<file path="src/hdl/icr_pkg.sv">
// Package: register map, field positions and carrier types for the block
package icr_pkg;

  // Bus geometry
  localparam int          ICR_AW          = 8;
  localparam int          ICR_DW          = 32;
  localparam int          ICR_CFG_W       = 16;
  localparam int          ICR_WORD_W      = 14;
  localparam int          ICR_HALF_W      = 7;

  // Register byte addresses
  localparam logic [7:0]  ICR_ADDR_CFG    = 8'h00;
  localparam logic [7:0]  ICR_ADDR_STATUS = 8'h04;
  localparam logic [7:0]  ICR_ADDR_MASK   = 8'h08;

  // Configuration reset value and writable bits (8 and 1 stay zero)
  localparam logic [15:0] ICR_CFG_RESET   = 16'h44fc;
  localparam logic [15:0] ICR_CFG_WMASK   = 16'hfefd;
  localparam logic [15:0] ICR_CFG_RSVD    = 16'h0102;

  // Configuration field positions
  localparam int          ICR_B_OFFSET    = 15;
  localparam int          ICR_B_DUAL      = 14;
  localparam int          ICR_B_WIDTH_HI  = 13;
  localparam int          ICR_B_WIDTH_LO  = 12;
  localparam int          ICR_B_REV       = 11;
  localparam int          ICR_B_TWOS      = 10;
  localparam int          ICR_B_FOUR_PIN  = 9;
  localparam int          ICR_B_BUFFER    = 7;
  localparam int          ICR_B_ALARM_OE  = 6;
  localparam int          ICR_B_ALARM_POL = 5;
  localparam int          ICR_B_ALIGN_RX  = 4;
  localparam int          ICR_B_SYNC_RX   = 3;
  localparam int          ICR_B_WCLK_RX   = 2;
  localparam int          ICR_B_SINGLE    = 0;

  // Width field codes and the low bits each one discards
  localparam logic [1:0]  ICR_WIDTH_ALL   = 2'h0;
  localparam logic [1:0]  ICR_WIDTH_12    = 2'h1;
  localparam logic [13:0] ICR_KEEP_ALL    = 14'h3fff;
  localparam logic [13:0] ICR_KEEP_12     = 14'h3ffc;
  localparam logic [13:0] ICR_KEEP_10     = 14'h3ff0;

  // Interrupt event bits
  localparam int          ICR_EV_N        = 3;
  localparam int          ICR_EV_CFG_WR   = 0;
  localparam int          ICR_EV_RSVD_WR  = 1;
  localparam int          ICR_EV_ALARM    = 2;
  localparam logic [2:0]  ICR_EV_NONE     = 3'h0;

  // Bus responses and idle data
  localparam logic [1:0]  ICR_RESP_OKAY   = 2'h0;
  localparam logic [1:0]  ICR_RESP_SLVERR = 2'h2;
  localparam logic [31:0] ICR_ZERO_WORD   = 32'h0000_0000;
  localparam logic [3:0]  ICR_ZERO_STRB   = 4'h0;
  localparam logic [13:0] ICR_ZERO_SAMPLE = 14'h0000;

  // Bus channel state, Gray along idle -> answer
  typedef enum logic [1:0] {
    ICR_ST_IDLE   = 2'b00,
    ICR_ST_ANSWER = 2'b01
  } icr_bus_state_t;

  // Control levels handed to the rest of the device
  typedef struct packed {
    logic offset_corr_enable;
    logic dual_channel_enable;
    logic four_pin_serial_setup_enable;
    logic elastic_buffer_enable;
    logic align_rx_power;
    logic sync_rx_power;
    logic word_clock_rx_power;
    logic single_sync_mode;
    logic read_side_sync_from_sync;
  } icr_ctrl_t;

  // Settings for the input word shaper
  typedef struct packed {
    logic [1:0] width_sel;
    logic       reverse;
    logic       twos_complement;
    logic       full_word;
  } icr_shape_cfg_t;

endpackage

</file>
<file path="src/hdl/icr_top.sv">
// Input path configuration register with AXI4-Lite access and interrupts
//
// Implementation choice: the AXI4-Lite register port.
`timescale 1ns/10ps
module icr_top
  import icr_pkg::*;
(
  input  wire logic                  aclk,
  input  wire logic                  aresetn,
  // AXI4-Lite write address
  input  wire logic [ICR_AW-1:0]     s_axi_awaddr,
  input  wire logic [2:0]            s_axi_awprot,
  input  wire logic                  s_axi_awvalid,
  output logic                       s_axi_awready,
  // AXI4-Lite write data
  input  wire logic [ICR_DW-1:0]     s_axi_wdata,
  input  wire logic [3:0]            s_axi_wstrb,
  input  wire logic                  s_axi_wvalid,
  output logic                       s_axi_wready,
  // AXI4-Lite write response
  output logic [1:0]                 s_axi_bresp,
  output logic                       s_axi_bvalid,
  input  wire logic                  s_axi_bready,
  // AXI4-Lite read address
  input  wire logic [ICR_AW-1:0]     s_axi_araddr,
  input  wire logic [2:0]            s_axi_arprot,
  input  wire logic                  s_axi_arvalid,
  output logic                       s_axi_arready,
  // AXI4-Lite read data
  output logic [ICR_DW-1:0]          s_axi_rdata,
  output logic [1:0]                 s_axi_rresp,
  output logic                       s_axi_rvalid,
  input  wire logic                  s_axi_rready,
  // Interrupt
  output logic                       irq,
  // Device context
  input  wire logic                  die_id_enable,
  input  wire logic                  full_word_interface,
  input  wire logic                  alarm_request,
  // Alarm pin, three signals
  input  wire logic                  alarm_pin_i,
  output logic                       alarm_pin_o,
  output logic                       alarm_pin_oe_n,
  // Input data path
  input  wire logic [ICR_WORD_W-1:0] input_word,
  input  wire logic                  input_word_valid,
  output logic      [ICR_WORD_W-1:0] shaped_sample,
  output logic                       shaped_sample_valid,
  // Control levels
  output icr_ctrl_t                  ctrl
);

  // Whole module state
  typedef struct packed {
    logic [ICR_CFG_W-1:0] cfg;
    logic [ICR_EV_N-1:0]  irq_status;
    logic [ICR_EV_N-1:0]  irq_mask;
    logic                 aw_held;
    logic [ICR_AW-1:0]    aw_addr;
    logic                 w_held;
    logic [ICR_DW-1:0]    wdata;
    logic [3:0]           wstrb;
    icr_bus_state_t       wst;
    logic [1:0]           bresp;
    icr_bus_state_t       rst;
    logic [ICR_DW-1:0]    rdata;
    logic [1:0]           rresp;
    logic                 alarm_prev;
  } icr_state_t;

  localparam icr_state_t ICR_STATE_RESET = '{
    cfg:        ICR_CFG_RESET,
    irq_status: ICR_EV_NONE,
    irq_mask:   ICR_EV_NONE,
    aw_held:    1'b0,
    aw_addr:    ICR_ADDR_CFG,
    w_held:     1'b0,
    wdata:      ICR_ZERO_WORD,
    wstrb:      ICR_ZERO_STRB,
    wst:        ICR_ST_IDLE,
    bresp:      ICR_RESP_OKAY,
    rst:        ICR_ST_IDLE,
    rdata:      ICR_ZERO_WORD,
    rresp:      ICR_RESP_OKAY,
    alarm_prev: 1'b0
  };

  icr_state_t            st;
  icr_state_t            next_st;
  logic                  aw_take;
  logic                  w_take;
  logic                  ar_take;
  logic                  do_write;
  logic [ICR_EV_N-1:0]   events;
  logic [ICR_CFG_W-1:0]  byte_mask;
  logic [ICR_CFG_W-1:0]  merged;
  icr_shape_cfg_t        shape_cfg;

  // Address and data are taken independently; a held one blocks only
  // its own channel, so the master may offer them in either order
  assign s_axi_awready = !st.aw_held && (st.wst == ICR_ST_IDLE);
  assign s_axi_wready  = !st.w_held && (st.wst == ICR_ST_IDLE);
  assign s_axi_arready = (st.rst == ICR_ST_IDLE);
  assign aw_take       = s_axi_awvalid && s_axi_awready;
  assign w_take        = s_axi_wvalid && s_axi_wready;
  assign ar_take       = s_axi_arvalid && s_axi_arready;
  assign do_write      = st.aw_held && st.w_held;

  // Byte lanes that cover the 16-bit register
  assign byte_mask = {{8{st.wstrb[1]}}, {8{st.wstrb[0]}}};
  assign merged    = ((st.wdata[ICR_CFG_W-1:0] & byte_mask)
                     | (st.cfg & ~byte_mask)) & ICR_CFG_WMASK;

  // Events that set sticky status bits
  always_comb begin
    events = ICR_EV_NONE;
    if (do_write && st.aw_addr == ICR_ADDR_CFG) begin
      events[ICR_EV_CFG_WR] = 1'b1;
      if ((st.wdata[ICR_CFG_W-1:0] & byte_mask & ICR_CFG_RSVD) != '0) begin
        events[ICR_EV_RSVD_WR] = 1'b1;
      end
    end
    if (alarm_request && !st.alarm_prev) begin
      events[ICR_EV_ALARM] = 1'b1;
    end
  end

  // Next state: bus channels, register writes, read capture, interrupts
  always_comb begin
    next_st            = st;
    next_st.alarm_prev = alarm_request;

    // Write address and data capture
    if (aw_take) begin
      next_st.aw_held = 1'b1;
      next_st.aw_addr = s_axi_awaddr;
    end
    if (w_take) begin
      next_st.w_held = 1'b1;
      next_st.wdata  = s_axi_wdata;
      next_st.wstrb  = s_axi_wstrb;
    end

    // Write execution once both halves are held
    if (do_write) begin
      next_st.aw_held = 1'b0;
      next_st.w_held  = 1'b0;
      next_st.wst     = ICR_ST_ANSWER;
      next_st.bresp   = ICR_RESP_OKAY;
      case (st.aw_addr)
        ICR_ADDR_CFG: begin
          next_st.cfg = merged;
        end
        ICR_ADDR_MASK: begin
          if (st.wstrb[0]) begin
            next_st.irq_mask = st.wdata[ICR_EV_N-1:0];
          end
        end
        ICR_ADDR_STATUS: begin
          // Status is cleared only by reading it; writes are ignored
          next_st.bresp = ICR_RESP_OKAY;
        end
        default: begin
          next_st.bresp = ICR_RESP_SLVERR;
        end
      endcase
    end

    // Write response holds until taken
    if (st.wst == ICR_ST_ANSWER && s_axi_bready) begin
      next_st.wst = ICR_ST_IDLE;
    end

    // Read capture; a status read clears what it returned
    if (ar_take) begin
      next_st.rst   = ICR_ST_ANSWER;
      next_st.rresp = ICR_RESP_OKAY;
      next_st.rdata = ICR_ZERO_WORD;
      case (s_axi_araddr)
        ICR_ADDR_CFG: begin
          next_st.rdata[ICR_CFG_W-1:0] = st.cfg & ICR_CFG_WMASK;
        end
        ICR_ADDR_STATUS: begin
          next_st.rdata[ICR_EV_N-1:0] = st.irq_status;
          next_st.irq_status          = ICR_EV_NONE;
        end
        ICR_ADDR_MASK: begin
          next_st.rdata[ICR_EV_N-1:0] = st.irq_mask;
        end
        default: begin
          next_st.rresp = ICR_RESP_SLVERR;
        end
      endcase
    end else if (st.rst == ICR_ST_ANSWER && s_axi_rready) begin
      next_st.rst = ICR_ST_IDLE;
    end

    // New events win over a clearing read in the same cycle
    next_st.irq_status = next_st.irq_status | events;
  end

  // Single synchronous register for all state
  always_ff @(posedge aclk) begin
    if (!aresetn) begin
      st <= ICR_STATE_RESET;
    end else begin
      st <= next_st;
    end
  end

  // Bus outputs straight from state
  assign s_axi_bvalid = (st.wst == ICR_ST_ANSWER);
  assign s_axi_bresp  = st.bresp;
  assign s_axi_rvalid = (st.rst == ICR_ST_ANSWER);
  assign s_axi_rdata  = st.rdata;
  assign s_axi_rresp  = st.rresp;

  // Level interrupt while any unmasked status bit stands
  assign irq = |(st.irq_status & st.irq_mask);

  // Control levels decoded from the configuration word
  always_comb begin
    ctrl.offset_corr_enable    = st.cfg[ICR_B_OFFSET];
    ctrl.dual_channel_enable   = st.cfg[ICR_B_DUAL];
    // Die-id access owns the setup pins whenever it is enabled
    ctrl.four_pin_serial_setup_enable =
      st.cfg[ICR_B_FOUR_PIN] && !die_id_enable;
    ctrl.elastic_buffer_enable = st.cfg[ICR_B_BUFFER];
    ctrl.align_rx_power        = st.cfg[ICR_B_ALIGN_RX];
    ctrl.sync_rx_power         = st.cfg[ICR_B_SYNC_RX];
    ctrl.word_clock_rx_power   = st.cfg[ICR_B_WCLK_RX];
    ctrl.single_sync_mode      = st.cfg[ICR_B_SINGLE];
    // Read side follows the sync input only in single-sync mode
    ctrl.read_side_sync_from_sync = st.cfg[ICR_B_SINGLE];
  end

  // Alarm pin: enable low while driving, polarity chosen by software
  assign alarm_pin_oe_n = !st.cfg[ICR_B_ALARM_OE];
  assign alarm_pin_o    = st.cfg[ICR_B_ALARM_POL] ? alarm_request
                                                  : !alarm_request;

  // Shaper settings; buffer bypass does not touch them
  assign shape_cfg.width_sel       = st.cfg[ICR_B_WIDTH_HI:ICR_B_WIDTH_LO];
  assign shape_cfg.reverse         = st.cfg[ICR_B_REV];
  assign shape_cfg.twos_complement = st.cfg[ICR_B_TWOS];
  assign shape_cfg.full_word       = full_word_interface;

  // Input words are shaped one cycle after arrival
  icr_word_shaper u_shaper (
    .aclk          (aclk),
    .aresetn       (aresetn),
    .cfg           (shape_cfg),
    .word_in       (input_word),
    .word_in_valid (input_word_valid),
    .sample        (shaped_sample),
    .sample_valid  (shaped_sample_valid)
  );

endmodule

</file>
<file path="src/hdl/icr_word_shaper.sv">
// Input word shaper: bit reversal, coding and width selection
`timescale 1ns/10ps
module icr_word_shaper
  import icr_pkg::*;
(
  input  wire logic                  aclk,
  input  wire logic                  aresetn,
  input  wire icr_shape_cfg_t        cfg,
  input  wire logic [ICR_WORD_W-1:0] word_in,
  input  wire logic                  word_in_valid,
  output logic      [ICR_WORD_W-1:0] sample,
  output logic                       sample_valid
);

  typedef struct packed {
    logic [ICR_WORD_W-1:0] sample;
    logic                  valid;
  } icr_shaper_state_t;

  icr_shaper_state_t             st;
  icr_shaper_state_t             next_st;
  logic [ICR_WORD_W-1:0]         rev_full;
  logic [ICR_WORD_W-1:0]         rev_half;
  logic [ICR_WORD_W-1:0]         ordered;
  logic [ICR_WORD_W-1:0]         coded;
  logic [ICR_WORD_W-1:0]         keep;

  // Both reversal forms per bit; halves swap only within themselves
  for (genvar i = 0; i < ICR_WORD_W; i++) begin : g_rev
    assign rev_full[i] = word_in[ICR_WORD_W-1-i];
    if (i < ICR_HALF_W) begin : g_lo
      assign rev_half[i] = word_in[ICR_HALF_W-1-i];
    end else begin : g_hi
      assign rev_half[i] = word_in[ICR_WORD_W-1-(i-ICR_HALF_W)];
    end
  end

  // Shaping runs whether or not the elastic buffer is in use
  always_comb begin
    next_st = st;
    if (!cfg.reverse) begin
      ordered = word_in;
    end else if (cfg.full_word) begin
      ordered = rev_full;
    end else begin
      ordered = rev_half;
    end
    // Offset binary becomes two's complement by flipping the sign bit
    coded = ordered;
    if (!cfg.twos_complement) begin
      coded[ICR_WORD_W-1] = ~ordered[ICR_WORD_W-1];
    end
    case (cfg.width_sel)
      ICR_WIDTH_ALL: keep = ICR_KEEP_ALL;
      ICR_WIDTH_12:  keep = ICR_KEEP_12;
      default:       keep = ICR_KEEP_10;
    endcase
    next_st.valid = word_in_valid;
    if (word_in_valid) begin
      next_st.sample = coded & keep;
    end
  end

  always_ff @(posedge aclk) begin
    if (!aresetn) begin
      st <= '{sample: ICR_ZERO_SAMPLE, valid: 1'b0};
    end else begin
      st <= next_st;
    end
  end

  assign sample       = st.sample;
  assign sample_valid = st.valid;

endmodule

</file>
<file path="config.mk">
export PLATFORM = sky130hd
export DESIGN_NAME = icr_top
export DESIGN_NICKNAME = d
export VERILOG_FILES = /design/src/hdl/icr_pkg.sv /design/src/hdl/icr_top.sv /design/src/hdl/icr_word_shaper.sv
export SDC_FILE = /design/constraint.sdc
export NUM_CORES = 1
export LEC_CHECK = 0
export BUFFER_PORTS_ARGS = -buffer_cell sky130_fd_sc_hd__clkbuf_2
export CAP_MARGIN = 20
export CORE_MARGIN = 10
export CORE_UTILIZATION = 53
export CTS_CLUSTER_DIAMETER = 40
export DETAILED_ROUTE_END_ITERATION = 7
export GPL_TIMING_DRIVEN = 0
export PLACE_DENSITY = 0.85
export RECOVER_POWER = 100
export SETUP_SLACK_MARGIN = 0.5
export SKIP_CTS_REPAIR_TIMING = 1
export SYNTH_ARGS = -nofsm -noshare
export SYNTH_HDL_FRONTEND = slang
export SYNTH_SLANG_ARGS = --single-unit
</file>
<file path="constraint.sdc">
create_clock -name aclk -period 3.87 [get_ports aclk]
set_clock_uncertainty 0.2 [all_clocks]
set_input_delay 0.774 -clock aclk [delete_from_list [all_inputs] [get_ports aclk]]
set_output_delay 0.774 -clock aclk [all_outputs]
set_load 0.01 [all_outputs]
</file>
# Word level (Yosys, flattened, before mapping)
# Cells that the tools add are included.
# totals
output_inout_bits	68
input_bits	84
n_memories	0
latch_bits	0
rom_bits	0
word_cells	77
reg_bits	86
ramBits	0
# op_classes
n_lt_le_gt_ge	0
bitwise_logic	9
n_eq_ne	5
shift	0
reduce_logical	31
add_sub_neg	0
div_mod_pow	0
n_mux	16
n_mul	0
# op_table
cell	n
AND 16 bit	2
2-to-1 mux 14 bit	2
equality test 8 x 3 -> 1 bit (second input constant)	2
equality test 8 x 4 -> 1 bit (second input constant)	2
zero test 8 bit	2
NOT 16 bit	1
OR 16 bit	1
nonzero test 16 bit	1
AND 14 bit	1
2-to-1 mux 13 bit	1
logical AND 1 bit	11
one-hot mux 3 bit (3 select lines)	1
OR reduction 3 bit	3
one-hot mux 4 bit (2 select lines)	1
zero test 1 bit	6
zero test 2 bit	3
2-to-1 mux 1 bit	6
2-to-1 mux 2 bit	3
2-to-1 mux 3 bit	2
OR reduction 2 bit	2
AND 3 bit	1
OR 3 bit	1
AND reduction 3 bit	1
equality test 2 x 1 -> 1 bit (second input constant)	1
3 further kinds	4

# Longest topological paths before layout
# Gate-level depths: netlist (run 1).
# logic_depth
word_depth	5
mapped_depth	6
depth_no_buf	4

# Hierarchy
# A second synthesis (run 1) with hierarchy kept.
# unflattened
cells_unflattened	448
area_unflattened_um2	3953.8
# modules_own_cells
mod	seq_area_each_um2	cells_per_inst	instances	area_each_um2
icr_top	1361.3	356	1	3099.2
icr_word_shaper	300.3	92	1	854.6

# Least setup slack after synthesis (run 1)
# No wires, ideal clock.
# synth_path
kind	input to register
start	input port s_axi_araddr[5]
end	register st[90] in the netlist's numbering
path_stages	4
setup_ps	115
arrival_time_ps	2019
path_slack_ps	1536
required_time_ps	3555
path_buffers	0
cell_sequence	or4_4 > or4_4 > a21oi_1 > nor2b_1
# synth_via
elab_chain_cells	4
# synth_lines
item	line	text
start, declared	icr_top.sv:25	input wire logic [ICR_AW-1:0] s_axi_araddr,
equality test 8 x 3 -> 1 bit	icr_top.sv:179	case (s_axi_araddr)
2-to-1 mux 3 bit	icr_top.sv:179	
2-to-1 mux 3 bit	icr_top.sv:175	if (ar_take) begin
OR 3 bit	icr_top.sv:199	next_st.irq_status = next_st.irq_status | events;
end signal, assigned	icr_top.sv:207	st <= next_st;
end, declared	icr_top.sv:88	icr_state_t st;
# Every way passes these cells.
# A chain may end at the register's enable or synchronous reset.

==> results of run 1 <==
metal layers:
metal	vias up	share of wire	track usage	wire (µm)
met1	1546	0.43	0.1970	4316
met5	-	0	0	0
met2	103	0.47	0.2862	4637
met3	19	0.079	0.05420	785
li1	1732	-	-	-
met4	0	0.021	0.07253	207
power breakdown:
part           internal (µW)  switching, µW  leakage, µW  total [µW]
combinational           94.6            122      0.00128         217
clock                    313            304    0.0000991         616
sequential               888           22.1     0.000678         910
total                   1290            448      0.00205        1740
final timing paths:
| path | to | startpoint |
|---|---|---|
| max | flop | st[79] |
| max reg2reg | flop | st[79] |
| min reg2reg | st[53] | st[53] |
| min | st[53] | st[53] |
logic make-up after synthesis:
| group | synth area share |
|---|---|
| muxes | 0.06418 |
| other | 0.0009618 |
| AOI/OAI and AO/OA | 0.1521 |
| DFF | 0.4262 |
| xor gates and xnor gates | 0.002247 |
| and+or+nand+nor | 0.2397 |
| buffers and inverters | 0.1146 |
worst max-delay path: stages (launching register included):
cell and delay [ps]:
dfxtp_1 320, or4_1 580, nor4_1 1120, nand3_1 160, a21boi_1 180
Yosys cell counts, types with 3 or more instances:
master / number / area [µm²]
a211oi_1: 9 / 67.56
a21boi_0: 30 / 225.2
a21oi_1: 16 / 80.08
a22oi_1: 12 / 90.09
and2_1: 5 / 31.28
buf_1: 3 / 11.26
buf_4: 45 / 337.8
clkbuf_1: 17 / 63.81
dfxtp_1: 83 / 1662
inv_1: 5 / 18.77
mux2i_1: 25 / 250.2
nand2_1: 78 / 292.8
nand3_1: 21 / 105.1
nand4_1: 3 / 18.77
nor2_1: 17 / 63.81
nor2b_1: 36 / 225.2
nor4_4: 3 / 63.81
o21a_1: 4 / 30.03
o21ai_0: 4 / 20.02
or4_4: 3 / 33.78
layout make-up:
| cell class | count | area (µm²) |
|---|---|---|
| fillers | 644 | 2527 |
| multi-input cells | 308 | 1802 |
| flip-flops and latches | 83 | 1662 |
| repair buffers | 105 | 465.4 |
| plain buffers | 68 | 421.7 |
| clock buffers | 11 | 141.4 |
| well taps | 99 | 123.9 |
| clock inverters | 5 | 52.55 |
| inverters | 5 | 18.77 |
stage by stage:
stage	cells	total power (µW)
after floorplan	464	1072
after global placement	668	1149
after detailed placement	668	1157
after CTS	684	1757
after global routing	684	1808
final	684	1743
==> run metrics, run 1 <==
final setup fails=0; PnR worst setup slack=1249 ps; synth unique cells=41; DIE AREA=11190 µm²; worst skew pair latency=360 ps; GRT Resource Usage Total=0.1711; Core Area=7214 µm²; wire per inst=14.54 µm; most common cell after layout, fill and taps aside=dfxtp_1; critical path class=flop to flop; n_diodes=0; Routed Antenna Nets=0; DRT Pass-1 Iters=4; pwr/cell area=371.9 nW/µm²; drt total wl=9947 µm; type of the most critical hold path=flop to flop; peak supply drop=180.1 µV; critical-path maximum fanout=8; Initial Util=0.5404; Worst Setup End Kind=flop; Slew HR=0.07043; row cnt=31; Cells on Worst Hold Path=2; fraction of layout cells with a size suffix above 1=0.2051; leak pwr=0.002055 µW; CP required=3960 ps; status=completed; antenna violations before repair=0; Boundary Pins=152; Slew Limit Fails=0; Via Count=3400; DR iter-0 viols=160; PortBufs=105; die width=105.8 µm; number of global-route vias before repair=3285; Worst setup SP type=flop; Final Hold Fails=0; CTS max path bufs=2; unrepaired setup endpoints after global routing=no; CTS H-tree depth=3; fin crit period=2621 ps; R2R setup slack=1250 ps; Sink Count=83; Syn Area/Cell=8.742 µm²; worst slack at placement=1380 ps; CTS Root Cell=clkbuf_8; asr flop ratio synth=0; CP arrival=2710 ps; part of the Yosys area used for sequential elements=0.4262; worst reg2reg path depth=4; DP Area=4616 µm²; commonest register cell after synthesis=dfxtp_1; Post-DP HPWL=7812 µm; EDFF count, synth=0; Fmax=381.5 MHz; Max Cap Viol=0; Worst-path clk slew=80 ps; first-pass GRT wire length=15800 µm; TritonCTS buffer count=9; TritonCTS clock tree=yes; gr ovfl total=0; area delta synth->final=20.22%; fin area=4687 µm²; Die Y=105.8 µm; Layout Nets=664; Slew @ Worst Pin=1382 ps; largest net degree at the start of global routing=14; Period Utilization, post-route=0.6773; drt drc=0; Hold WS=265.0 ps; RePlAce Congestion=0.9021; commonest non-fill, non-tap cells in the layout=dfxtp_1, nand2_1, clkbuf_1; final setup TNS=0 ps; Post-Synthesis Cell Area=3899 µm²; Cells after Synth=446; Yosys reg bits=83; post-layout util=0.6497; drt via density=4.971; Ys Warns=0
No activity file was read; power rests on OpenSTA's default activity.
==> inputs of run 2 (changes only) <==
Settings changed: CORE_UTILIZATION 53 to 49, PLACE_DENSITY 0.85 to 0.79.
Clock period 3.87 ns to 2.6 ns, I/O delays scaled along.
==> run metrics, run 2 (synthesis gave the netlist of run 1 again) <==
Slew @ Worst Pin=740.7 ps (was 1382 ps); TritonCTS clock tree=yes (unchanged); pwr/cell area=546.9 nW/µm² (was 371.9 nW/µm²); TritonCTS buffer count=9 (unchanged); Boundary Pins=152 (unchanged); drt drc=0 (unchanged); CTS H-tree depth=3 (unchanged); DIE AREA=11920 µm² (was 11190 µm²); Initial Util=0.5045 (was 0.5404); Post-DP HPWL=7853 µm (was 7812 µm); Hold Crit Endpoint=st[45] (was st[53]); largest net degree at the start of global routing=13 (was 14); final setup fails=0 (unchanged); Slowest-stage cell, CP=nor4_2 (was nor4_1); critical path class=flop to flop (unchanged); antenna violations before repair=0 (unchanged); worst skew pair latency=360 ps (about the same); number of global-route vias before repair=3342 (was 3285); leak pwr=0.002067 µW (was 0.002055 µW); Worst-path clk slew=80 ps (about the same); worst reg2reg path depth=4 (unchanged); most common cell after layout, fill and taps aside=dfxtp_1 (unchanged); CP required=2690 ps (was 3960 ps); commonest non-fill, non-tap cells in the layout=dfxtp_1, nand2_1, clkbuf_1 (unchanged); fin crit period=2201 ps (was 2621 ps); Routed Antenna Nets=0 (unchanged); RePlAce Congestion=0.8596 (was 0.9021); CP arrival=2290 ps (was 2710 ps); die width=109.2 µm (was 105.8 µm); Period Utilization, post-route=0.8464 (was 0.6773); Cells on Worst Hold Path=3 (was 2); status=completed (unchanged); Hold Path Origin=s_axi_wdata[0] (was st[53]); R2R setup slack=400 ps (was 1250 ps); GRT Resource Usage Total=0.1629 (was 0.1711); first-pass GRT wire length=15650 µm (was 15800 µm); CTS max path bufs=2 (unchanged); drt total wl=9977 µm (was 9947 µm); gr ovfl total=0 (unchanged); n_diodes=0 (unchanged); Worst Setup End Kind=flop (unchanged); Core Area=7727 µm² (was 7214 µm²); Post-Place Cells=671 (was 668); DRT Pass-1 Iters=4 (unchanged); Final Non-Filler Cells=688 (was 684); Layout Nets=665 (was 664); Via Count=3383 (was 3400); RR Startpoint=st[79] (unchanged); Sink Count=83 (unchanged); unrepaired setup endpoints after global routing=no (unchanged); Fmax=454.4 MHz (was 381.5 MHz); Slew Limit Fails=0 (unchanged); CTS Root Cell=clkbuf_8 (unchanged); fraction of layout cells with a size suffix above 1=0.2116 (was 0.2051); wire per inst=14.50 µm (was 14.54 µm); PortBufs=105 (unchanged); drt via density=4.917 (was 4.971); DR iter-0 viols=129 (was 160); peak supply drop=253.6 µV (was 180.1 µV); critical-path maximum fanout=8 (unchanged); Largest stage delay, worst path=670 ps (was 1120 ps); row cnt=32 (was 31); Max Cap Viol=0 (unchanged); Die Y=109.2 µm (was 105.8 µm); Final Hold Fails=0 (unchanged); type of the most critical hold path=input pin to flop (was flop to flop); Slew HR=0.5021 (was 0.07043); area delta synth->final=21.12% (was 20.22%); Worst setup SP type=flop (unchanged); critical-path cell list=or4_1, nor4_2, nand3_1, a21boi_1 (was or4_1, nor4_1, nand3_1, a21boi_1); final setup TNS=0 ps (unchanged)
-- run 2: final cells by class --
type                            count  area, µm²
Buffer                             68      426.7
Clock buffer                       15      186.4
Multi-Input combinational cell    308       1827
Clock inverter                      1      5.005
Sequential cell                    83       1662
Timing Repair Buffer              106      469.2
Tap cell                          102      127.6
Fill cell                         730       3005
Inverter                            5      18.77
-- run 2: worst max-delay path by stage --
| stage | from | end | depth (start not counted) |
|---|---|---|---|
| after detailed placement | s_axi_araddr[5] | st[90] | 5 |
| after global routing | st[79] | flop | 4 |
| after global placement | s_axi_araddr[5] | st[92] | 5 |
| after CTS | st[79] | flop | 4 |
| final | st[79] | flop | 4 |
| after floorplan | s_axi_araddr[5] | st[90] | 4 |
-- run 2: report_power, final --
group / switching [µW] / internal (µW) / leakage (µW)
clock network: 448 / 452 / 0.0000997
logic: 184 / 142 / 0.00129
registers: 34.8 / 1320 / 0.000678
-- run 2: layer usage --
layer / part of all wire / global-route usage / vias up
met5: 0 / 0 / -
met4: 0.018 / 0.07249 / 0
met3: 0.090 / 0.05841 / 14
met2: 0.47 / 0.2734 / 92
met1: 0.42 / 0.1823 / 1550
li1: - / - / 1727
-- run 2: critical path: cells and delay by family, from the launching register on --
family	cells	cell delay, ps
and+or+nand+nor	3	1460
DFF	1	320
AOI/OAI and AO/OA	1	160
-- run 2: per-stage QoR --
step | hold WS, ps | util | worst slack (ps) | area [µm²] | total power (µW)
4_1_cts | 186.9 | 0.6226 | 505.9 | 4811 | 2601
3_5_place_dp | 258.2 | 0.5978 | 352.1 | 4619 | 1723
6_report | 190.4 | 0.6111 | 399.3 | 4722 | 2582
2_1_floorplan | 241.3 | - | 519.7 | 3966 | 1596
5_1_grt | 198.6 | 0.6111 | 289.4 | 4722 | 2688
3_3_place_gp | 251.7 | 0.5978 | 396.6 | 4619 | 1712
==> inputs of run 3 (changes only) <==
Clock period 2.6 ns to 2.3 ns, I/O delays scaled along.
==> run metrics, run 3 (synthesis gave the netlist of run 1 again) <==
Routed Antenna Nets=0 (unchanged); most common cell after layout, fill and taps aside=dfxtp_1 (unchanged); Final Hold Fails=0 (unchanged); wire per inst=15.05 µm (was 14.50 µm); GRT Resource Usage Total=0.1664 (was 0.1629); CTS Root Cell=clkbuf_8 (unchanged); area delta synth->final=23.68% (was 21.12%); commonest non-fill, non-tap cells in the layout=dfxtp_1, nand2_1, clkbuf_1 (unchanged); largest net degree at the start of global routing=14 (was 13); Die Y=109.2 µm (unchanged); drt drc=0 (unchanged); type of the most critical hold path=input pin to flop (unchanged); Max Cap Viol=0 (unchanged); DIE AREA=11920 µm² (unchanged); PnR worst setup slack=298.5 ps (was 399.3 ps); Initial Util=0.5045 (unchanged); pwr/cell area=654.4 nW/µm² (was 546.9 nW/µm²); CP arrival=2070 ps (was 2290 ps); CTS max path bufs=2 (unchanged); critical path class=flop to flop (unchanged); leak pwr=0.002127 µW (was 0.002067 µW); drt total wl=10420 µm (was 9977 µm); Layout Nets=669 (was 665); antenna violations before repair=0 (unchanged); status=completed (unchanged); CTS H-tree depth=3 (unchanged); row cnt=32 (unchanged); final setup fails=0 (unchanged); Post-DP HPWL=8006 µm (was 7853 µm); TritonCTS clock tree=yes (unchanged); worst slack at placement=117.1 ps (was 352.1 ps); drt via density=4.988 (was 4.917); first-pass GRT wire length=16100 µm (was 15650 µm); number of global-route vias before repair=3442 (was 3342); critical-path maximum fanout=10 (was 8); Sink Count=83 (unchanged); Core Area=7727 µm² (unchanged); Slew Limit Fails=0 (unchanged); Worst setup SP type=flop (unchanged); peak supply drop=292.8 µV (was 253.6 µV); gr ovfl total=0 (unchanged); Worst Setup End Kind=flop (unchanged); unrepaired setup endpoints after global routing=yes (was no); TritonCTS buffer count=9 (unchanged); Slew HR=0.5898 (was 0.5021); final setup TNS=0 ps (unchanged); n_diodes=0 (unchanged); Via Count=3452 (was 3383); Fmax=499.6 MHz (was 454.4 MHz); worst skew pair latency=340 ps (was 360 ps); RePlAce Congestion=0.8407 (was 0.8596); number of fill cells=713 (was 730); die width=109.2 µm (unchanged); Boundary Pins=152 (unchanged); DRT Pass-1 Iters=4 (unchanged); fin crit period=2001 ps (was 2201 ps); fraction of layout cells with a size suffix above 1=0.2322 (was 0.2116); Design Power=3156 µW (was 2582 µW); Slew @ Worst Pin=615.3 ps (was 740.7 ps); PortBufs=105 (unchanged); Period Utilization, post-route=0.8702 (was 0.8464); DR iter-0 viols=135 (was 129); CP required=2370 ps (was 2690 ps); Worst-path clk slew=80 ps (about the same)
==> run 3: routing by layer <==
layer	global-route usage	wire length [µm]	vias up
li1	-	-	1738
met1	0.1905	4280	1581
met2	0.2806	4886	116
met3	0.05251	1018	17
met4	0.07063	233	0
met5	0	0	-
==> run 3: worst max-delay path, stage by stage, from the launching register on <==
cell	delay (ps)
dfxtp_1	350
or3b_4	400
nor4_4	320
clkbuf_1	400
a22oi_1	120
nor2b_1	140
==> run 3: path summary, 6_finish.rpt <==
path | slack (ps) | start | depth (start not counted) | to
setup / recovery | 300 | st[35] | 5 | s_axi_rdata[6]
hold / removal | 150 | s_axi_wdata[0] | 3 | st[45]
setup reg to reg | 300 | st[35] | 5 | s_axi_rdata[6]
hold reg to reg | 270 | st[50] | 2 | st[50]
==> run 3: through the flow <==
stage,cell area (µm²),util,cells,hold slack (ps)
final,4822,0.6240,692,145.4
after global routing,4822,0.6240,692,147.5
after CTS,4861,0.6290,687,142.3
after detailed placement,4619,0.5978,671,259.0
after global placement,4619,0.5978,671,252.8
after floorplan,3966,-,464,241.3
==> run 3: report_power, final <==
part / total, µW / internal (µW) / switching (µW)
Combinational: 377 / 164 / 213
Clock: 1250 / 748 / 497
Sequential: 1530 / 1490 / 39.3
Total: 3160 / 2410 / 750
==> run 3: layout make-up <==
type	count	area, µm²	area share
multi-input combinational	308	1836	0.3806
sequential	83	1663	0.3448
timing repair buffer	110	508.0	0.1053
buffer	68	427.9	0.08874
clock buffer	11	141.4	0.02932
tap	102	127.6	0.02647
clock inverter	5	100.1	0.02076
inverter	5	18.77	0.003892
